$ cat src/hdl/sarseq_pkg.sv
// Package for the converter sequencer: register map, reset values, field positions,
// state codes and cycle counts.
// Assumes a single 40 MHz reference clock, used as the converter subsystem clock.
package sarseq_pkg;

   // Byte-wide register map.
   localparam logic [7:0] ADDR_TRACK_PWR  = 8'hBA;
   localparam logic [7:0] ADDR_CHAN_SEL   = 8'hBB;
   localparam logic [7:0] ADDR_CONFIG     = 8'hBC;
   localparam logic [7:0] ADDR_RESULT_LO  = 8'hBD;
   localparam logic [7:0] ADDR_RESULT_HI  = 8'hBE;
   localparam logic [7:0] ADDR_CONTROL    = 8'hE8;

   // Values after reset.
   localparam logic [7:0] RST_TRACK_PWR   = 8'hFF;
   localparam logic [7:0] RST_CHAN_SEL    = 8'h1F;
   localparam logic [7:0] RST_CONFIG      = 8'hF8;
   localparam logic [7:0] RST_RESULT      = 8'h00;
   localparam logic [7:0] RST_CONTROL     = 8'h00;

   // Control register bit positions.
   localparam int CTL_ENABLE = 7;
   localparam int CTL_BURST  = 6;
   localparam int CTL_DONE   = 5;
   localparam int CTL_BUSY   = 4;
   localparam int CTL_WINDOW = 3;
   localparam int CTL_LJUST  = 2;

   // Start source codes.
   localparam logic [1:0] SRC_SOFTWARE = 2'h0;
   localparam logic [1:0] SRC_EXT_PIN  = 2'h2;

   // Tracking mode codes.
   localparam logic [1:0] TRK_PRE  = 2'h2;
   localparam logic [1:0] TRK_DUAL = 2'h3;

   // Sequencing cycle counts, in subsystem clock and conversion clock periods.
   localparam logic [9:0] CONV_SAR_CLKS   = 10'h00D;
   localparam logic [9:0] CONVERTER_SUBSYSTEM_CLOCK_OVERHEAD   = 10'h002;
   localparam int         CLK_MHZ         = 40;
   localparam int         PWRUP_STEP_NS   = 200;
   localparam logic [9:0] PWRUP_STEP_CYC  = 10'((PWRUP_STEP_NS * CLK_MHZ + 999) / 1000);

   // Sequencer states.
   typedef enum logic [1:0] {
      ST_IDLE  = 2'b00,
      ST_PWRUP = 2'b01,
      ST_TRACK = 2'b10,
      ST_CONV  = 2'b11
   } sarseq_state_t;

   // One register bus request.
   typedef struct packed {
      logic [7:0] addr;
      logic       wr;
      logic       rd;
      logic [7:0] wdata;
   } sarseq_req_t;

endpackage : sarseq_pkg

$ cat src/hdl/sarseq_top.sv
// Converter sequencer: start selection, power sequencing, tracking, accumulation and
// result formatting, plus the byte registers reached by software.
// Assumes the analog core presents a stable 12-bit code on sample_code at conversion end.
// Function
// - Justify clear puts result right-aligned in the data byte pair.
// - Justify set shifts 12-bit result to the top, low four bits zero.
// - Repeat of one gives 12-bit code, refreshed after every conversion.
// - Larger repeat sums results, written only after the last conversion.
// - Sums are 14, 15 or 16 bits wide for 4, 8, 16 samples.
// - Data bits not occupied by the result read as zero.
// - Configuration bits 2..1 select 1, 4, 8 or 16 accumulated conversions.
// - Right-justified high byte holds top 4, 6, 7 or 8 result bits.
// - Subsystem clock is system clock, or burst oscillator when burst is on.
// - Enable clear means shutdown; set means active and accepting starts.
// - Burst with enable clear powers up, runs the series, powers down.
// - Start source field picks busy write, pin rising edge or timer overflow.
// - Busy is high during conversion; done is set only when the last conversion of the series ends.
// - Burst start runs the whole series; otherwise one start per conversion.
// - A conversion lasts 13 conversion clocks plus 2 subsystem clocks.
`timescale 1ns/100ps
module sarseq_top (
   input  wire logic                 ref_clk,
   input  wire logic                 rst,
   input  wire sarseq_pkg::sarseq_req_t bus_req,
   output logic [7:0]                bus_rdata,
   input  wire logic                 external_convert_start,
   input  wire logic                 timer_overflow,
   input  wire logic [11:0]          sample_code,
   output logic                      burst_clock_sel,
   output logic                      converter_powered,
   output logic                      track_switch,
   output logic                      converting,
   output logic                      attenuation_program,
   output logic [4:0]                input_channel_sel
);
   import sarseq_pkg::*;

   ////////////////////////////////////////////////////////////////////////////////////////
   // Registers and working state.
   logic [7:0]    track_pwr_r, chan_sel_r, config_r, res_lo_r, res_hi_r, control_r, ctl_now;
   sarseq_state_t state_r;
   logic [9:0]    cnt_r;
   logic [4:0]    conv_num_r;
   logic [15:0]   acc_r;
   logic [1:0]    pin_sync_r;
   logic          pin_prev_r;
   logic          busy_r;
   logic          series_end;
   logic          start_evt;
   logic [4:0]    reps;
   logic [9:0]    sar_div;
   logic [9:0]    track_cyc;
   logic [9:0]    conv_cyc;
   logic [9:0]    pwrup_cyc;
   logic [15:0]   sum_nxt;
   logic [15:0]   word_nxt;
   logic          wr_ctl;

   // Field decode of the configuration and tracking registers.
   assign sar_div   = {5'h00, config_r[7:3]} + 10'h001;
   assign conv_cyc  = 10'(CONV_SAR_CLKS * sar_div) + CONVERTER_SUBSYSTEM_CLOCK_OVERHEAD;
   assign track_cyc = 10'((10'h002 << track_pwr_r[1:0]) * sar_div) + CONVERTER_SUBSYSTEM_CLOCK_OVERHEAD;
   assign pwrup_cyc = 10'({6'h00, track_pwr_r[7:4]} + 10'h001) * PWRUP_STEP_CYC;
   assign reps      = (config_r[2:1] == 2'h0) ? 5'd1 : 5'(5'd2 << config_r[2:1]);
   assign wr_ctl    = bus_req.wr && (bus_req.addr == ADDR_CONTROL);
   assign ctl_now   = wr_ctl ? bus_req.wdata : control_r;  // A control write counts at once.

   ////////////////////////////////////////////////////////////////////////////////////////
   // External start pin: two-flop synchroniser, then rising edge detection.
   always_ff @(posedge ref_clk) begin
      if (rst) begin
         pin_sync_r <= 2'h0;
         pin_prev_r <= 1'b0;
      end else begin
         pin_sync_r <= {pin_sync_r[0], external_convert_start};
         pin_prev_r <= pin_sync_r[1];
      end
   end

   // Start event from the selected source; only taken while idle and not shut down.
   always_comb begin
      case (ctl_now[1:0])
         SRC_SOFTWARE: start_evt = wr_ctl && bus_req.wdata[CTL_BUSY];
         SRC_EXT_PIN:  start_evt = pin_sync_r[1] && !pin_prev_r;
         default:      start_evt = timer_overflow;
      endcase
      start_evt = start_evt && (state_r == ST_IDLE)
                  && (ctl_now[CTL_ENABLE] || ctl_now[CTL_BURST]);
   end

   // Accumulated and formatted result words.
   assign sum_nxt    = acc_r + {4'h0, sample_code};
   assign series_end = (state_r == ST_CONV) && (cnt_r == 10'h001)
                       && (conv_num_r + 5'd1 == reps);
   always_comb begin
      if (control_r[CTL_LJUST] && config_r[2:1] == 2'h0) begin
         word_nxt = {sample_code, 4'h0};
      end else begin
         word_nxt = sum_nxt;                  // Upper bits stay zero.
      end
   end

   ////////////////////////////////////////////////////////////////////////////////////////
   // Sequencer: power-up, tracking and conversion phases.
   always_ff @(posedge ref_clk) begin
      if (rst) begin
         state_r    <= ST_IDLE;
         cnt_r      <= 10'h000;
         conv_num_r <= 5'd0;
         acc_r      <= 16'h0000;
      end else begin
         case (state_r)
            ST_IDLE: begin
               if (start_evt) begin
                  if (ctl_now[CTL_BURST] && !ctl_now[CTL_ENABLE]) begin
                     state_r <= ST_PWRUP;
                     cnt_r   <= pwrup_cyc;
                  end else if (track_pwr_r[3:2] == TRK_PRE && !ctl_now[CTL_BURST]) begin
                     state_r <= ST_CONV;
                     cnt_r   <= conv_cyc;
                  end else begin
                     state_r <= ST_TRACK;
                     cnt_r   <= track_cyc;
                  end
               end
            end
            ST_PWRUP: begin
               cnt_r <= cnt_r - 10'h001;
               if (cnt_r == 10'h001) begin
                  state_r <= ST_TRACK;
                  cnt_r   <= track_cyc;
               end
            end
            ST_TRACK: begin
               cnt_r <= cnt_r - 10'h001;
               if (cnt_r == 10'h001) begin
                  state_r <= ST_CONV;
                  cnt_r   <= conv_cyc;
               end
            end
            ST_CONV: begin
               cnt_r <= cnt_r - 10'h001;
               if (cnt_r == 10'h001) begin
                  if (series_end) begin
                     conv_num_r <= 5'd0;
                     acc_r      <= 16'h0000;
                  end else begin
                     conv_num_r <= conv_num_r + 5'd1;
                     acc_r      <= sum_nxt;
                  end
                  if (control_r[CTL_BURST] && !series_end) begin
                     state_r <= ST_TRACK;
                     cnt_r   <= track_cyc;
                  end else begin
                     state_r <= ST_IDLE;
                  end
               end
            end
            default: state_r <= ST_IDLE;
         endcase
      end
   end

   // Busy is high from the start until the conversion ends, or in burst until the last conversion of the series ends.
   always_ff @(posedge ref_clk) begin
      if (rst) begin
         busy_r <= 1'b0;
      end else if (start_evt) begin
         busy_r <= 1'b1;
      end else if (state_r == ST_CONV && cnt_r == 10'h001
                   && (series_end || !control_r[CTL_BURST])) begin
         busy_r <= 1'b0;
      end
   end

   ////////////////////////////////////////////////////////////////////////////////////////
   // Control register; the done flag set by the sequencer wins over a software clear.
   always_ff @(posedge ref_clk) begin
      if (rst) begin
         control_r <= RST_CONTROL;
      end else begin
         if (wr_ctl) begin
            control_r <= bus_req.wdata;
         end
         if (series_end) begin
            control_r[CTL_DONE] <= 1'b1;
         end
      end
   end

   // Result bytes: a finished series overrides a software write in the same cycle.
   always_ff @(posedge ref_clk) begin
      if (rst) begin
         res_hi_r <= RST_RESULT;
         res_lo_r <= RST_RESULT;
      end else if (series_end) begin
         res_hi_r <= word_nxt[15:8];
         res_lo_r <= word_nxt[7:0];
      end else if (bus_req.wr) begin
         if (bus_req.addr == ADDR_RESULT_HI) begin
            res_hi_r <= bus_req.wdata;
         end else if (bus_req.addr == ADDR_RESULT_LO) begin
            res_lo_r <= bus_req.wdata;
         end
      end
   end

   // Configuration, tracking and channel registers.
   always_ff @(posedge ref_clk) begin
      if (rst) begin
         track_pwr_r <= RST_TRACK_PWR;
         chan_sel_r  <= RST_CHAN_SEL;
         config_r    <= RST_CONFIG;
      end else if (bus_req.wr) begin
         if (bus_req.addr == ADDR_TRACK_PWR) begin
            track_pwr_r <= bus_req.wdata;
         end else if (bus_req.addr == ADDR_CHAN_SEL) begin
            chan_sel_r  <= {3'h0, bus_req.wdata[4:0]};
         end else if (bus_req.addr == ADDR_CONFIG) begin
            config_r    <= bus_req.wdata;
         end
      end
   end

   // Read data, registered one cycle after the read strobe; unmapped reads return zero.
   always_ff @(posedge ref_clk) begin
      if (rst) begin
         bus_rdata <= 8'h00;
      end else if (!bus_req.rd) begin
         bus_rdata <= 8'h00;
      end else if (bus_req.addr == ADDR_TRACK_PWR) begin
         bus_rdata <= track_pwr_r;
      end else if (bus_req.addr == ADDR_CHAN_SEL) begin
         bus_rdata <= chan_sel_r;
      end else if (bus_req.addr == ADDR_CONFIG) begin
         bus_rdata <= config_r;
      end else if (bus_req.addr == ADDR_RESULT_LO) begin
         bus_rdata <= res_lo_r;
      end else if (bus_req.addr == ADDR_RESULT_HI) begin
         bus_rdata <= res_hi_r;
      end else if (bus_req.addr == ADDR_CONTROL) begin
         bus_rdata <= {control_r[7:5], busy_r, control_r[3:0]};
      end else begin
         bus_rdata <= 8'h00;
      end
   end

   ////////////////////////////////////////////////////////////////////////////////////////
   // Analog controls. Power-up idles in post-tracking and tracks in dual-tracking.
   assign burst_clock_sel     = control_r[CTL_BURST];
   assign converter_powered   = control_r[CTL_ENABLE] || (state_r != ST_IDLE);
   assign converting          = (state_r == ST_CONV);
   assign attenuation_program = config_r[0];
   assign input_channel_sel   = chan_sel_r[4:0];
   assign track_switch = (state_r == ST_TRACK)
                         || (state_r == ST_PWRUP && track_pwr_r[3:2] == TRK_DUAL)
                         || (state_r == ST_IDLE && control_r[CTL_ENABLE]
                             && track_pwr_r[3] == 1'b1);
endmodule : sarseq_top

$ cat config.mk
export PLATFORM = sky130hd
export DESIGN_NAME = sarseq_top
export DESIGN_NICKNAME = d
export VERILOG_FILES = /design/src/hdl/sarseq_pkg.sv /design/src/hdl/sarseq_top.sv
export SDC_FILE = /design/constraint.sdc
export NUM_CORES = 1
export LEC_CHECK = 0
export ABC_AREA = 1
export BUFFER_PORTS_ARGS = -buffer_cell sky130_fd_sc_hd__buf_2
export CELL_PAD_IN_SITES_DETAIL_PLACEMENT = 1
export CELL_PAD_IN_SITES_GLOBAL_PLACEMENT = 2
export CORE_UTILIZATION = 34
export DETAILED_ROUTE_END_ITERATION = 16
export GPL_ROUTABILITY_DRIVEN = 0
export PLACE_DENSITY_LB_ADDON = 0.1
export SLEW_MARGIN = 40
export SYNTH_ARGS = -nofsm -noshare
export SYNTH_HDL_FRONTEND = slang
export SYNTH_SLANG_ARGS = --single-unit
export TNS_END_PERCENT = 1
$ cat constraint.sdc
create_clock -name ref_clk -period 5.36 [get_ports ref_clk]
set_input_delay 0 -clock ref_clk [delete_from_list [all_inputs] [get_ports ref_clk]]
set_output_delay 0 -clock ref_clk [all_outputs]
set_load 0.02 [all_outputs]
==> flow_summary.ini <==
[global_route]
grt_use_total = 0.2398
gr-total-overflow = 0
grt_pass1_wl_um = 38070
grt_max_degree = 44
grt_antenna_before_repair = 0
grt_pass1_vias = 6950

[floorplan]
chipWidth_um = 144.3
core-area_sq_mm = 0.01965
io_pins = 52
dieHeight_um = 144.3
num_rows = 51
dieArea_sq_mm = 0.02083
start_util = 0.3504

[routing]
dr_total_vias = 6973
wl_met2_um = 11220
highest_layer = met4
final_antenna_net_count = 0
drc = 0
avgRoutedWirePerCell_um = 17.47
wl_um = 23800
wl_met3_um = 594
wl_met1_um = 11710
drtIter0Drc = 346
vias_per_cell = 5.120
first_pass_iters = 4

[sta]
max_freq_mhz = 211.8
finalSetupViolations = 0
relSlewSlack = 0.5379
rsz0062_at_grt = no
hold_viol_final = 0
drv_slew = 0
worstMarginPinSlew_ps = 691.5
fin_crit_ps = 4721
final.period_utilization = 0.8808
fin_skew_ps = 10.36
finalSetupTns_ps = 0

[synth]
async_flop_share = 0
synth-main-ff-cell = dfxtp_1
synth_edf_count = 0
synth_area_sq_mm = 0.006887
syn_area_per_cell_sq_um = 6.584
netlist_instances = 1046
synth_seq_area_share = 0.2587
yosysWarnings = 0
ys_types = 45
synth-seq-cells = 89
syn_nets = 1145

[critical_path]
crit_fanout = 10
path_class = reg -> reg
critPathLaunch = config_r[3]$_SDFFE_PP1P_
end_kind = flip-flop
crit-reg2reg-launch = config_r[3]$_SDFFE_PP1P_
crit_required_ps = 5610
start_kind = flip-flop
cp.arrival_ps = 4970

[clock_network]
clkTransAtPathRegs_ps = 70
root_buffer = clkbuf_16
cts_setup_buffers = 0
htreeDepth = 3
clockBufferDepth = 2
cts_buffers = 9
clock_latency_ps = 350
cts_tree = built
clkSinkCount = 89

[layout]
syn_to_final_growth_pct = 12.97
insertedDiodeCount = 0
fillers = 2653
drive_gt1_frac = 0.09480
final_cell_mix = nand2_1 (268), inv_1 (127), nor2_1 (90)
nNetsFinal = 1191
layout_commonest_cell = nand2_1

[run]
cap_viol_max_count = 0

[run_status]
outcome = completed

[pwr]
finalPower_w = 0.002253
peakVddDrop_mv = 0.1803
power.static_leakage_nw = 3.871
p_per_area_mw_per_mm2 = 289.6

[min_path]
min_from = bus_req[6]
hold_path.class = in -> reg

[placement]
dp_hpwl_um = 18670
io_buffers = 51
==> final timing paths <==
kind	slack (ps)	end	cells after the start
min	0.9	track_pwr_r[6]$_SDFFE_PP1P_	3
min reg2reg	410	pin_sync_r[1]$_SDFF_PP0_	2
max	640	cnt_r[9]$_SDFFE_PP0N_	22
max reg2reg	640	cnt_r[9]$_SDFFE_PP0N_	22
==> synth_stat cells, drive strengths merged, types with 10 or more instances <==
cell    count  share of area
nand2     269           0.15
inv       133          0.072
nor2      100          0.060
dfxtp      89           0.26
nand3      85          0.064
a21oi      73          0.054
o21ai      71          0.053
ha         53          0.096
nand4      22          0.020
xor2       22          0.028
clkbuf     20          0.011
o211ai     17          0.019
fa         12          0.035
xnor2      11          0.014
nor3       10         0.0080
or2        10         0.0091
==> stage by stage <==
stage | instance area, sq um | hold WS (ps) | instances | utilization | setup WS, ps
6_report | 7780 | 0.9427 | 1362 | 0.3958 | 638.7
3_5_place_dp | 7393 | 213.1 | 1339 | 0.3762 | 653.1
5_1_grt | 7780 | 19.81 | 1362 | 0.3958 | 221.2
4_1_cts | 7777 | 3.867 | 1362 | 0.3957 | 622.6
3_3_place_gp | 7393 | 208.3 | 1339 | 0.3762 | 781.0
2_1_floorplan | 6887 | 107.0 | 1046 | - | 1296
==> repair_timing <==
| action | in CTS | in global routing |
|---|---|---|
| endpoints found under the hold margin | 10 | 0 |
| hold buffers | 7 | 0 |
| gates resized for setup | 0 | 0 |
==> cell type report <==
| class | count | area, sq um | area share |
|---|---|---|---|
| Inverter | 134 | 503.0 | 0.06465 |
| Multi-Input combinational cell | 794 | 4479 | 0.5757 |
| Tap cell | 265 | 331.6 | 0.04262 |
| Timing Repair Buffer | 64 | 370.4 | 0.04760 |
| Clock inverter | 7 | 88.84 | 0.01142 |
| Clock buffer | 9 | 225.2 | 0.02895 |
| Sequential cell | 89 | 1782 | 0.2290 |
==> cells by family (layout without fill, tap and decap cells) <==
family | count (synthesis) | in the layout | share of synthesized area
compound gates | 194 | 194 | 0.1615
buf+inv | 163 | 214 | 0.09120
flops | 89 | 89 | 0.2587
fa+ha+maj | 65 | 65 | 0.1312
simple gates | 502 | 502 | 0.3154
xor+xnor | 33 | 33 | 0.04197
==> state kept, by name (all words and copies together) (netlist names), 5 cells and up <==
signal and cells:
acc_r 16, bus_rdata 8, chan_sel_r 5, cnt_r 10
config_r 8, control_r 7, conv_num_r 5, res_hi_r 8
res_lo_r 8, track_pwr_r 8
==> where the power goes <==
| group | internal (W) | switching, W | total [W] |
|---|---|---|---|
| clock | 0.000373 | 0.000314 | 0.000687 |
| sequential | 0.000700 | 0.0000486 | 0.000749 |
| combinational | 0.000272 | 0.000545 | 0.000817 |
| total | 0.00135 | 0.000908 | 0.00225 |
==> routing by layer <==
layer  GRT usage  vias to the layer above
met4     0.05596                        0
met3     0.02715                       14
met1      0.3316                     3338
met2      0.3957                       76
li1            -                     3545
met5           0                        -
==> worst max-delay path: stages, from the launching register on <==
cell and delay (ps):
dfxtp_1 540, ha_1 250, nand3_1 100, xor2_1 440, inv_1 180, nand3_1 130, fa_1 450, fa_1 520
fa_1 550, inv_1 40, ha_1 350, a21oi_1 200, o21ai_0 110, a21oi_1 180, inv_1 60, nand2_1 60
nand2_1 60, nor2_1 90, nor2_1 50, nor2_1 90, nand3_1 80, nand2_1 60, inv_1 30
Note: power is estimated with default switching activity, not from simulation.
